[config.mk]
export PLATFORM = sky130hd
export DESIGN_NAME = ufm_addr_ptr
export DESIGN_NICKNAME = d
export VERILOG_FILES = /design/src/hdl/ufm_pkg.sv /design/src/hdl/ufm_addr_ptr.sv
export SDC_FILE = /design/constraint.sdc
export NUM_CORES = 1
export LEC_CHECK = 0
export BUFFER_PORTS_ARGS = -buffer_cell sky130_fd_sc_hd__buf_2
export CORE_MARGIN = 2
export CORE_UTILIZATION = 55
export CTS_CLUSTER_DIAMETER = 200
export DETAILED_ROUTE_END_ITERATION = 16
export PLACE_DENSITY_LB_ADDON = 0.2
export SETUP_SLACK_MARGIN = 0.2
export SLEW_MARGIN = 15
export SYNTH_ARGS = -nofsm -noshare
export SYNTH_HDL_FRONTEND = slang
export SYNTH_SLANG_ARGS = --single-unit
[constraint.sdc]
create_clock -name clk -period 6.58 [get_ports clk]
set_clock_uncertainty 0.05 [all_clocks]
set_input_delay 0.658 -clock clk [delete_from_list [all_inputs] [get_ports clk]]
set_output_delay 0.658 -clock clk [all_outputs]
set_load 0.1 [all_outputs]
[src/hdl/ufm_pkg.sv]
// Shared constants and types for the serial address match and pointer block
package ufm_pkg;

  // ----------------------------------------------------------------------
  // Register pointer offsets
  // ----------------------------------------------------------------------
  localparam logic [6:0] OFF_FIRST_MODE_REGISTER = 7'h00;
  localparam logic [6:0] OFF_LAST_LEDOUT = 7'h05;
  localparam logic [6:0] OFF_GRP_FIRST = 7'h08;
  localparam logic [6:0] OFF_BRIGHT_FIRST = 7'h0A;
  localparam logic [6:0] OFF_BRIGHT_LAST = 7'h19;
  localparam logic [6:0] OFF_UNUSED_FIRST = 7'h1A;
  localparam logic [6:0] OFF_UNUSED_LAST = 7'h39;
  localparam logic [6:0] OFF_TIMING = 7'h3A;
  localparam logic [6:0] OFF_SUBGROUP_ADDRESS_1 = 7'h3B;
  localparam logic [6:0] OFF_BCAST = 7'h3E;
  localparam logic [6:0] OFF_RANGE_LAST = 7'h41;
  localparam logic [6:0] OFF_ALL_BRIGHT = 7'h42;
  localparam logic [6:0] OFF_ZERO = 7'h00;

  // ----------------------------------------------------------------------
  // Field positions in the first mode register and control register
  // ----------------------------------------------------------------------
  localparam int BIT_RANGE_HI = 6;
  localparam int BIT_RANGE_LO = 5;
  localparam int BIT_SUBGROUP1_MATCH_ENABLE_EN = 3;
  localparam int BIT_BCAST_EN = 0;
  localparam int BIT_AUTO_INC = 7;
  localparam int SUB_COUNT = 3;

  // ----------------------------------------------------------------------
  // Reset values and fixed call addresses
  // ----------------------------------------------------------------------
  localparam logic [7:0] CTRL_RST = 8'h80;
  localparam logic [7:0] FIRST_MODE_REGISTER_RST = 8'h09;
  localparam logic [7:0] BCAST_RST = 8'hA0;
  localparam logic [7:0] SUBADR_RST = 8'hAC;
  localparam logic [7:0] SOFT_RESET_ADDR = 8'h06;
  localparam logic [1:0] RANGE_FULL = 2'b00;
  localparam logic [1:0] RANGE_BRIGHT = 2'b01;
  localparam logic [1:0] RANGE_LOW = 2'b10;
  localparam logic [1:0] RANGE_GLOBAL = 2'b11;
  localparam logic [3:0] BIT_LAST = 4'h7;
  localparam logic [3:0] BIT_ACK = 4'h8;
  localparam int WR_FIFO_DEPTH = 8;

  // ----------------------------------------------------------------------
  // Types
  // ----------------------------------------------------------------------
  typedef enum logic [4:0] {
    ST_IDLE = 5'b00001,
    ST_ADDR = 5'b00010,
    ST_CTRL = 5'b00100,
    ST_DATA = 5'b01000,
    ST_SKIP = 5'b10000
  } ufm_state_t;

  typedef struct packed {
    logic [6:0] addr;
    logic [7:0] data;
  } ufm_wr_t;

endpackage

[src/hdl/ufm_addr_ptr.sv]
// Serial write front end: address match, control byte, pointer and write FIFO
`timescale 1ns/100ps
`default_nettype none

// --------------------------------------------------------------------------
// Shift-register FIFO whose head entry is always a flip-flop
// --------------------------------------------------------------------------
module ufm_wr_fifo #(
  parameter int WIDTH = 15,
  parameter int DEPTH = 8
) (
  // Clock and reset
  input wire logic clk,
  input wire logic srst,
  // Fill side
  input wire logic inValid,
  output logic inReady,
  input wire logic [WIDTH-1:0] inData,
  // Drain side
  output logic outValid,
  input wire logic outReady,
  output logic [WIDTH-1:0] outData
);

  typedef struct packed {
    logic [DEPTH-1:0][WIDTH-1:0] mem;
    logic [DEPTH-1:0] vld;
  } ufm_fifo_t;

  ufm_fifo_t s, n;
  logic doPush, doPop;

  // Handshakes; full refuses pushes even while popping
  assign inReady = ~s.vld[DEPTH-1];
  assign outValid = s.vld[0];
  assign outData = s.mem[0];
  assign doPush = inValid & ~s.vld[DEPTH-1];
  assign doPop = outReady & s.vld[0];

  // Shift on pop, then fill the slot just above the last valid entry
  always_comb begin
    n = s;
    if (doPop) begin
      n.mem = s.mem >> WIDTH;
      n.vld = s.vld >> 1;
    end
    // Downward scan, so a slot filled here cannot qualify the one above it
    for (int i = DEPTH - 1; i >= 0; i--) begin
      if (doPush && !n.vld[i] && (i == 0 || n.vld[(i > 0) ? i - 1 : 0])) begin
        n.mem[i] = inData;
        n.vld[i] = 1'b1;
      end
    end
  end

  // State register
  always_ff @(posedge clk) begin
    if (srst) begin
      s <= '0;
    end else begin
      s <= n;
    end
  end

endmodule // ufm_wr_fifo

// --------------------------------------------------------------------------
// Address matcher and register pointer
// --------------------------------------------------------------------------
// Summary of operation
// Master sends the address byte first after every start condition.
// Five strap pins form part of the regular address, 32 addresses.
// Address LSB is the operation bit; only writes (0) are accepted.
// Broadcast group address is writable, resets to A0h, match enabled.
// An enabled broadcast address is accepted like the own address.
// Three writable subgroup addresses each reset to ACh.
// After reset only the first subgroup address matching is enabled.
// Subgroup enables live in mode bits 3..1; all zero disables them.
// First byte after any matched address loads the control register.
// Control bits 6..0 are the pointer, bit 7 the auto-increment flag.
// Control register resets to 80h.
// Range is chosen by the flag and mode bits 6 and 5.
// The soft reset call address captures no control byte.
// First data byte goes to the pointed register, valid 00h..41h; the code also takes writes to 42h.
// With the flag set the pointer advances after each data byte.
// Setting 000b keeps the pointer fixed; bytes overwrite one register.
// Setting 100b counts 00h..41h and wraps to 00h.
// Setting 101b counts 0Ah..19h and wraps to 0Ah.
// Setting 110b counts 00h..19h and wraps to 00h.
// Setting 111b counts 08h..19h and wraps to 08h.
// Master must not program reserved settings 001b, 010b, 011b.
// Only pointer bits change; flag kept; out-of-range pointer counts to bound.
// Writes to unused locations change nothing; pointer still advances.
// Mode bit 0 enables broadcast; bits 3,2,1 enable subgroups 1,2,3.
// Fixed upper regular address bits are a parameter joined to the straps.
module ufm_addr_ptr import ufm_pkg::*; #(
  parameter logic [1:0] REG_ADDR_HI = 2'b11
) (
  // Clock and reset
  input wire logic clk,
  input wire logic srst,
  // Serial bus and address straps
  input wire logic usclPin,
  input wire logic usdaPin,
  input wire logic [4:0] addrPins,
  // Register write stream
  output logic wrValid,
  input wire logic wrReady,
  output ufm_wr_t wrEntry,
  // Status
  output logic [6:0] ctrlPtr,
  output logic ctrlAutoInc,
  output logic [7:0] modeReg,
  output logic busSelected,
  output logic softResetCall,
  output logic overrunSeen
);

  typedef struct packed {
    logic sclMeta;
    logic sclSync;
    logic sclPrev;
    logic sdaMeta;
    logic sdaSync;
    logic sdaPrev;
    logic [4:0] strapMeta;
    logic [4:0] strapSync;
    ufm_state_t state;
    logic [3:0] bitCnt;
    logic [7:0] shift;
    logic [7:0] ctrl;
    logic [7:0] first_mode_register;
    logic [SUB_COUNT-1:0][7:0] subAdr;
    logic [7:0] bcastAdr;
    logic pendValid;
    ufm_wr_t pend;
    logic selected;
    logic softRst;
    logic overrun;
  } ufm_core_t;

  ufm_core_t s, n;
  logic sclRise, startSeen, stopSeen, byteDone, dataByte;
  logic [7:0] rxByte;
  logic regHit, bcastHit, anyHit, ptrUsed, fifoInReady;
  logic [SUB_COUNT-1:0] subHits;
  logic [6:0] ptrNext;
  logic [$bits(ufm_wr_t)-1:0] fifoOut;

  // ------------------------------------------------------------------------
  // Pointer advance
  // ------------------------------------------------------------------------
  function automatic logic [6:0] ptrAdvance(input logic [6:0] p, input logic auto_increment_flag,
                                            input logic [1:0] rng);
    logic [6:0] hiBound, loBound;
    hiBound = OFF_BRIGHT_LAST;
    loBound = OFF_ZERO;
    unique case (rng)
      RANGE_FULL: hiBound = OFF_RANGE_LAST;
      RANGE_BRIGHT: loBound = OFF_BRIGHT_FIRST;
      RANGE_LOW: loBound = OFF_ZERO;
      RANGE_GLOBAL: loBound = OFF_GRP_FIRST;
    endcase
    // Flag clear holds the pointer, also for reserved settings
    if (!auto_increment_flag) begin
      return p;
    end
    // Out-of-range pointers count up to the bound, then wrap
    return (p == hiBound) ? loBound : 7'(p + 7'h01);
  endfunction

  // ------------------------------------------------------------------------
  // Bus event detection on synchronised pins
  // ------------------------------------------------------------------------
  assign sclRise = s.sclSync & ~s.sclPrev;
  assign startSeen = s.sclSync & s.sclPrev & s.sdaPrev & ~s.sdaSync;
  assign stopSeen = s.sclSync & s.sclPrev & ~s.sdaPrev & s.sdaSync;
  assign rxByte = {s.shift[6:0], s.sdaSync};
  assign byteDone = sclRise & (s.state != ST_IDLE) & (s.bitCnt == BIT_LAST);
  assign dataByte = byteDone & (s.state == ST_DATA);

  // Address comparators
  assign regHit = (rxByte[7:1] == {REG_ADDR_HI, s.strapSync});
  assign bcastHit = s.first_mode_register[BIT_BCAST_EN] & (rxByte[7:1] == s.bcastAdr[7:1]);
  for (genvar g = 0; g < SUB_COUNT; g++) begin : g_sub
    // Enable for subgroup g sits at bit 3-g
    assign subHits[g] = s.first_mode_register[BIT_SUBGROUP1_MATCH_ENABLE_EN-g] & (rxByte[7:1] == s.subAdr[g][7:1]);
  end
  assign anyHit = regHit | bcastHit | (|subHits);

  // Pointer classification; unused and reserved locations are dropped
  assign ptrUsed = (s.ctrl[6:0] <= OFF_LAST_LEDOUT) |
                   ((s.ctrl[6:0] >= OFF_GRP_FIRST) & (s.ctrl[6:0] <= OFF_BRIGHT_LAST)) |
                   ((s.ctrl[6:0] >= OFF_TIMING) & (s.ctrl[6:0] <= OFF_BCAST)) |
                   (s.ctrl[6:0] == OFF_ALL_BRIGHT);
  assign ptrNext = ptrAdvance(s.ctrl[6:0], s.ctrl[BIT_AUTO_INC],
                              s.first_mode_register[BIT_RANGE_HI:BIT_RANGE_LO]);

  // ------------------------------------------------------------------------
  // Next-state logic
  // ------------------------------------------------------------------------
  always_comb begin
    n = s;
    // Two-flop synchronisers for pins and straps
    n.sclMeta = usclPin;
    n.sclSync = s.sclMeta;
    n.sclPrev = s.sclSync;
    n.sdaMeta = usdaPin;
    n.sdaSync = s.sdaMeta;
    n.sdaPrev = s.sdaSync;
    n.strapMeta = addrPins;
    n.strapSync = s.strapMeta;
    n.softRst = 1'b0;
    // Pending write leaves once the FIFO accepts it
    if (s.pendValid && fifoInReady) begin
      n.pendValid = 1'b0;
    end
    if (startSeen) begin
      // Every transfer opens with the address byte
      n.state = ST_ADDR;
      n.bitCnt = 4'h0;
      n.selected = 1'b0;
    end else if (stopSeen) begin
      n.state = ST_IDLE;
      n.bitCnt = 4'h0;
      n.selected = 1'b0;
    end else if (sclRise && s.state != ST_IDLE) begin
      if (s.bitCnt == BIT_ACK) begin
        // Ninth clock carries the slave's acknowledge bit; ignored
        n.bitCnt = 4'h0;
      end else begin
        n.shift = rxByte;
        n.bitCnt = 4'(s.bitCnt + 4'h1);
      end
      if (byteDone) begin
        unique case (s.state)
          ST_ADDR: begin
            // Reads and foreign addresses are skipped until the next start
            n.state = ST_SKIP;
            if (!rxByte[0] && anyHit) begin
              n.state = ST_CTRL;
              n.selected = 1'b1;
            end else if (rxByte == SOFT_RESET_ADDR) begin
              n.softRst = 1'b1;
            end
          end
          ST_CTRL: begin
            n.ctrl = rxByte;
            n.state = ST_DATA;
          end
          ST_DATA: begin
            // Data goes to the pointed register
            if (ptrUsed) begin
              if (s.pendValid && !fifoInReady) begin
                n.overrun = 1'b1;
              end else begin
                n.pendValid = 1'b1;
                n.pend.addr = s.ctrl[6:0];
                n.pend.data = rxByte;
              end
              if (s.ctrl[6:0] == OFF_FIRST_MODE_REGISTER) begin
                n.first_mode_register = rxByte;
              end
              if (s.ctrl[6:0] == OFF_BCAST) begin
                n.bcastAdr = rxByte;
              end
              for (int k = 0; k < SUB_COUNT; k++) begin
                if (s.ctrl[6:0] == 7'(OFF_SUBGROUP_ADDRESS_1 + 7'(k))) begin
                  n.subAdr[k] = rxByte;
                end
              end
            end
            n.ctrl[6:0] = ptrNext;
          end
          ST_SKIP: n.state = ST_SKIP;
          default: n.state = ST_IDLE;
        endcase
      end
    end
  end

  // ------------------------------------------------------------------------
  // State register with power-up defaults
  // ------------------------------------------------------------------------
  always_ff @(posedge clk) begin
    if (srst) begin
      s <= '0;
      s.sclMeta <= 1'b1;
      s.sclSync <= 1'b1;
      s.sclPrev <= 1'b1;
      s.sdaMeta <= 1'b1;
      s.sdaSync <= 1'b1;
      s.sdaPrev <= 1'b1;
      s.state <= ST_IDLE;
      s.ctrl <= CTRL_RST;
      s.first_mode_register <= FIRST_MODE_REGISTER_RST;
      s.bcastAdr <= BCAST_RST;
      s.subAdr <= {SUB_COUNT{SUBADR_RST}};
    end else begin
      s <= n;
    end
  end

  // ------------------------------------------------------------------------
  // Write FIFO and outputs
  // ------------------------------------------------------------------------
  ufm_wr_fifo #(.WIDTH($bits(ufm_wr_t)), .DEPTH(WR_FIFO_DEPTH)) u_fifo (
    .clk(clk),
    .srst(srst),
    .inValid(s.pendValid),
    .inReady(fifoInReady),
    .inData(s.pend),
    .outValid(wrValid),
    .outReady(wrReady),
    .outData(fifoOut)
  );

  assign wrEntry = ufm_wr_t'(fifoOut);
  assign ctrlPtr = s.ctrl[6:0];
  assign ctrlAutoInc = s.ctrl[BIT_AUTO_INC];
  assign modeReg = s.first_mode_register;
  assign busSelected = s.selected;
  assign softResetCall = s.softRst;
  assign overrunSeen = s.overrun;
endmodule // ufm_addr_ptr

`default_nettype wire

======== Yosys cells after proc, flatten, opt, wreduce, memory -nomap -nowiden ========
Cells that the tools add are included.
word-level totals
  flip-flop bits (word level) ............. 228
  output and inout bits ................... 35
  word-level logic and storage cells ...... 204
cells by class
  add/sub/neg operators ................... 2
  $lt $le $gt $ge ......................... 5
  equality and inequality tests ........... 23
  multiplexer cells ....................... 50
  bitwise operators ....................... 33
  reduce and logical (&&, ||, !) cells .... 57
operators by type and width
  kind                   number
  $mux W128              1
  $mux W15               8
  $mux W56               2
  $mux W81               1
  $mux W67               1
  $reduce_and A7 Y1      7
  $mux W16               3
  $mux W8                6
  $eq A7 B7 Y1           6
  $eq A7 B6 Y1 const B   4
  $mux W7                3
  $pmux W5 S4            1
  $logic_and A1 B1 Y1    19
  $reduce_bool A2 Y1     9
  $and A1 B1 Y1          16
  $mux W1                16
  $pmux W7 S2            1
  $mux W6                2
  $not A1 Y1             12
  $logic_not A1 Y1       9
  $eq A8 B3 Y1 const B   1
  $pmux W4 S2            1
  $reduce_and A4 Y1      2
  $add A7 B1 Y7 const B  1
  30 further kinds       38

======== Depth between registers and ports, before layout ========
  depth after elaboration ................. 11
  mapped depth ............................ 8
  depth with buffers taken out ............ 7

======== Hierarchy ========
A second synthesis with hierarchy kept.
second synthesis, totals
  cells, all modules ...................... 1160
  area, all modules ....................... 10621.4 um^2
by module, submodules not included
  module        times used  cells each  area each (um^2)  sequential area each (um^2)
  ufm_wr_fifo   1           652         6027.0            2562.5
  ufm_addr_ptr  1           508         4594.4            1901.8

======== Worst setup path before layout ========
OpenSTA, ideal clock, no wires.
  kind .................................... register -> register
  start point ............................. register u_fifo.s (netlist bit u_fifo.outValid)
  end point ............................... register u_fifo.s[104] in the netlist's numbering
  arrival ................................. 2314 ps
  required time ........................... 6439 ps
  path slack .............................. 4125 ps
  stages on the path, launching flop included .. 7
  buffers on the path ..................... 3
  clock period less this slack ............ 2455 ps
  path through ............................ dfxtp_1 > and2_1 > clkbuf_1 > clkbuf_1 > clkbuf_1 > nand2_1 > a311oi_1
between the ends
  longest elaborated chain between the ends .. 6
  elaborated cells on any way between the ends .. 7
  those cells by class .................... mux: 2; bitwise: 1; reduce/logical: 4
RTL lines
  what                                                   RTL line            text
  start: declaration                                     ufm_addr_ptr.sv:30  ufm_fifo_t s, n;
  start signal: assignment                               ufm_addr_ptr.sv:61  s <= n;
  $and A1 B1 Y1 (*)                                      ufm_addr_ptr.sv:38  assign doPop = outReady & s.vld[0];
  $mux W128                                              ufm_addr_ptr.sv:43  if (doPop) begin
  $logic_not A1 Y1                                       ufm_addr_ptr.sv:49  if (doPush && !n.vld[i] && (i == 0 || n.vld[(i > 0) ? i - 1 : 0])) begin
  $logic_and A1 B1 Y1 (2 in series)                      ufm_addr_ptr.sv:49
  $mux W15 / $reduce_bool A2 Y1 (equally long branches)  -
Every way passes the cells marked *; elsewhere a longest branch is shown, timed or not. The select of a mux whose other input is x is not followed.
A chain may end at the register's enable or synchronous reset.

======== Final worst setup path ========
  start point ............................. register u_fifo.s (netlist bit u_fifo.outValid)
  end point ............................... register u_fifo.s[45] in the netlist's numbering
The elaborated chain is that of the path after synthesis.

==> impl_results.md <==
- FP Rows: 50
- Initial Util: 0.556
- Initial antenna violation count: 0
- Max Freq: 0.309 GHz
- Nets: between 1k and 1.5k
- CP max stage cell: o21ai_2
- Final Hold Violating Endpoints: 0
- TNS Setup: 0 ps
- Final WL: 22.2 mm
- Finished Layout Cells: 1,439
- Remaining global-route overflow: 0
- H-tree levels: 1
- Worst-Margin Slew: 1140 ps
- # DRC: 0
- Post-synth EDFFs: 0
- Antenna cells: 0
- Crit path DAT: 3600 ps
- Detailed Routing Iterations Pass 1: 5
- CP peak stage delay: 870 ps
- Slew Viols, Final: 0
- GR peak layer: met1
- Final setup fails: 0
- Root Driver: clkbuf_16
- Final worst slack: 3340 ps
- Hold buffers post-CTS: 0
- Hold crit path type: input port to flop
- I/O Buffers: 44
- Synthesized area: about 10,000 µm²
- Total CTS buffers: 24
- Grt met2 use: 0.310
- Final worst path period share: 0.492
- Placed cell count: 1,395
- Type of origin of the critical path: flop
- HPWL Detailed: 14.0 mm
- Met3 GRT Util: 0.0319
- Sequential cell area fraction in the yosys report: 0.432
- Ports: 45
- Clk slew on worst S/H paths: approximately 60 ps
- Worst-Skew Late Latency: 510 ps
- Die Y: ~140 µm
- Max_cap viols: 0
- DR WL/cell: roughly 15 µm
- Crit. Startpoint: u_fifo.outValid$_SDFF_PP0_
- Vias in the first global route: 7,146
- Reg-to-Reg Start: u_fifo.outValid$_SDFF_PP0_
- Die Width: between 100 and 150 µm
- Core ar.: 18,600 µm²
- Worst Hold Launch: usdaPin
- Synthesis-to-layout area growth: 6.50%
- Minimum clock period: 3240 ps
- Met1 Usage GRT: 0.360
- Setup Crit Path Kind: flop to flop
- Pwr dens: 247 nW/µm²
- Status: finished clean
- First DRT Iteration DRCs: between 700 and 800
- Static leakage: 0.00412 µW
- Gpl congestion: 0.790
- WP data required: 6940 ps
- Total track usage: 0.220
- Worst vdd ir: approximately 0.17 mV
- Post-CTS Setup Inserts: 0
- Crit end category: flop
- Pre-CTS setup slack: 3050 ps
- Post-CTS sizing: 0
- Number of clock sinks: around 220
- Critical path peak fanout: 71
- Fraction of registers with async set/reset: 0
- First-pass GRT wire length: 37.2 mm
- Distinct cells, synth: 62
- CTS Buffer Depth: 3
- Largest net degree at the start of global routing: 147
- Avg Inst Size Synth: 8.22 µm²
- Drt via density: 5.68
- RSZ-0062 raised after global routing: false
- Number of synthesized register bits: 223
- Yosys Warn Count: 0
- Die footprint: a little under 20,000 µm²
- Rel. slew slack: 0.239
- Share of cells above drive strength 1: 0.0913
- Fillers: between 1.5k and 2k
- Dominant synthesized flop cell: dfxtp_1
- CP cell instances: and2_4 > buf_4 > nor3_1 > o21ai_2 > nor2_1 > a311oi_1
- TritonCTS clock tree: built
- Post-Syn Nets: approximately 1.3k
- Vias: around 8.2k
- Post-synthesis instance total: 1,256
- Antenna viol nets, final: 0
==> worst paths after layout <==
check / slack (ps) / to / cells past startpoint
min: 280 / n[95]$_SDFF_PP1_ / 2
max reg2reg: 3340 / u_fifo.s[45]$_SDFFE_PP0P_ / 6
max: 3340 / u_fifo.s[45]$_SDFFE_PP0P_ / 6
min reg2reg: 360 / n[97]$_SDFF_PP1_ / 1
==> synthesized netlist by cell type (6+ instances only) <==
cell / number / share of area
a21oi_1: 39 / 0.019
a311oi_1: 105 / 0.089
buf_1: 11 / 0.0040
buf_4: 32 / 0.023
clkbuf_1: 94 / 0.034
dfxtp_1: 223 / 0.43
ha_1: 6 / 0.0073
inv_1: 13 / 0.0047
mux2i_1: 57 / 0.055
nand2_1: 244 / 0.089
nand2b_1: 49 / 0.030
nand3_1: 22 / 0.011
nand4_1: 15 / 0.0091
nor2_1: 171 / 0.062
nor2b_1: 19 / 0.012
nor3_1: 10 / 0.0048
o21ai_0: 21 / 0.010
or2_2: 8 / 0.0048
xnor2_1: 29 / 0.025
xor2_1: 7 / 0.0059
==> kinds of logic (layout without fill, tap and decap cells) <==
family	count (synthesis)	count (layout)	share of synthesized area
AO/OA/AOI/OAI	210	210	0.157
XOR/XNOR	36	36	0.0305
adder cells (fa/ha/maj)	6	6	0.00727
buffers and inverters	156	105	0.0709
flip-flops	223	223	0.432
multiplexers	57	57	0.0553
AND/OR/NAND/NOR	568	568	0.246
==> worst max-delay path: cells and delay by family, from the launching register on <==
family                 cells  cell delay, ps
flip-flops                 1             490
buffers and inverters      1             540
AND/OR/NAND/NOR            3             880
AO/OA/AOI/OAI              2            1130
==> where the power goes <==
| group | internal, µW | switching (µW) | total (µW) |
|---|---|---|---|
| logic | 16.8 | 31.4 | 48.3 |
| clock network | 781 | 527 | 1310 |
| registers | 1360 | 4.24 | 1360 |
| total | 2150 | 563 | 2720 |
==> through the flow <==
stage	hold slack, ps	util	power, µW	cell area (µm²)
2_1_floorplan	339	-	1430	10300
3_3_place_gp	342	0.550	1440	10200
3_5_place_dp	349	0.550	1440	10200
4_1_cts	263	0.592	2750	11000
5_1_grt	274	0.592	2810	11000
6_report	281	0.592	2720	11000
==> state kept, by name, indices dropped and copies added (netlist names) <==
signal,flops
busSelected,1
ctrlAutoInc,1
ctrlPtr,7
modeReg,8
n,9
overrunSeen,1
rxByte,7
s,60
softResetCall,1
u_fifo.outData,15
u_fifo.outValid,1
u_fifo.s,112
==> cells in the final DEF, fill, tap and decap left out, types with 3 or more instances in the layout <==
cell type / count
buf_2: 43
and3_1: 3
o22ai_1: 5
or3_1: 5
clkbuf_16: 25
clkbuf_8: 4
nand2_1: 243
or2_2: 8
o21ai_2: 4
nand2b_1: 49
nor3_1: 10
ha_1: 6
nand3_1: 22
buf_4: 4
clkinv_2: 5
o211ai_1: 5
o21ai_0: 17
nand4_1: 15
xnor2_1: 29
a311oi_1: 105
nor2b_1: 19
nor4_1: 4
a222oi_1: 3
xor2_1: 7
mux2i_1: 57
dfxtp_1: 223
a22oi_1: 3
clkbuf_1: 8
inv_1: 13
a211o_1: 5
a21oi_1: 39
nor2_1: 171
==> area by class of cell <==
cell class                 instances  area, µm²  area share
clock buffer                      37        711      0.0646
multi-input combinational        877       5160       0.469
clock inverter                     7       62.6     0.00569
inverter                          13       48.8     0.00444
sequential                       223       4460       0.406
tap                              234        293      0.0266
timing repair buffer              48        256      0.0233
==> per-layer routing <==
layer	routed length [µm]	part of all wire
met1	11500	0.52
met2	9250	0.42
met3	1290	0.058
met4	220	0.0099
met5	0	0
(Power assumes the default switching activity.)
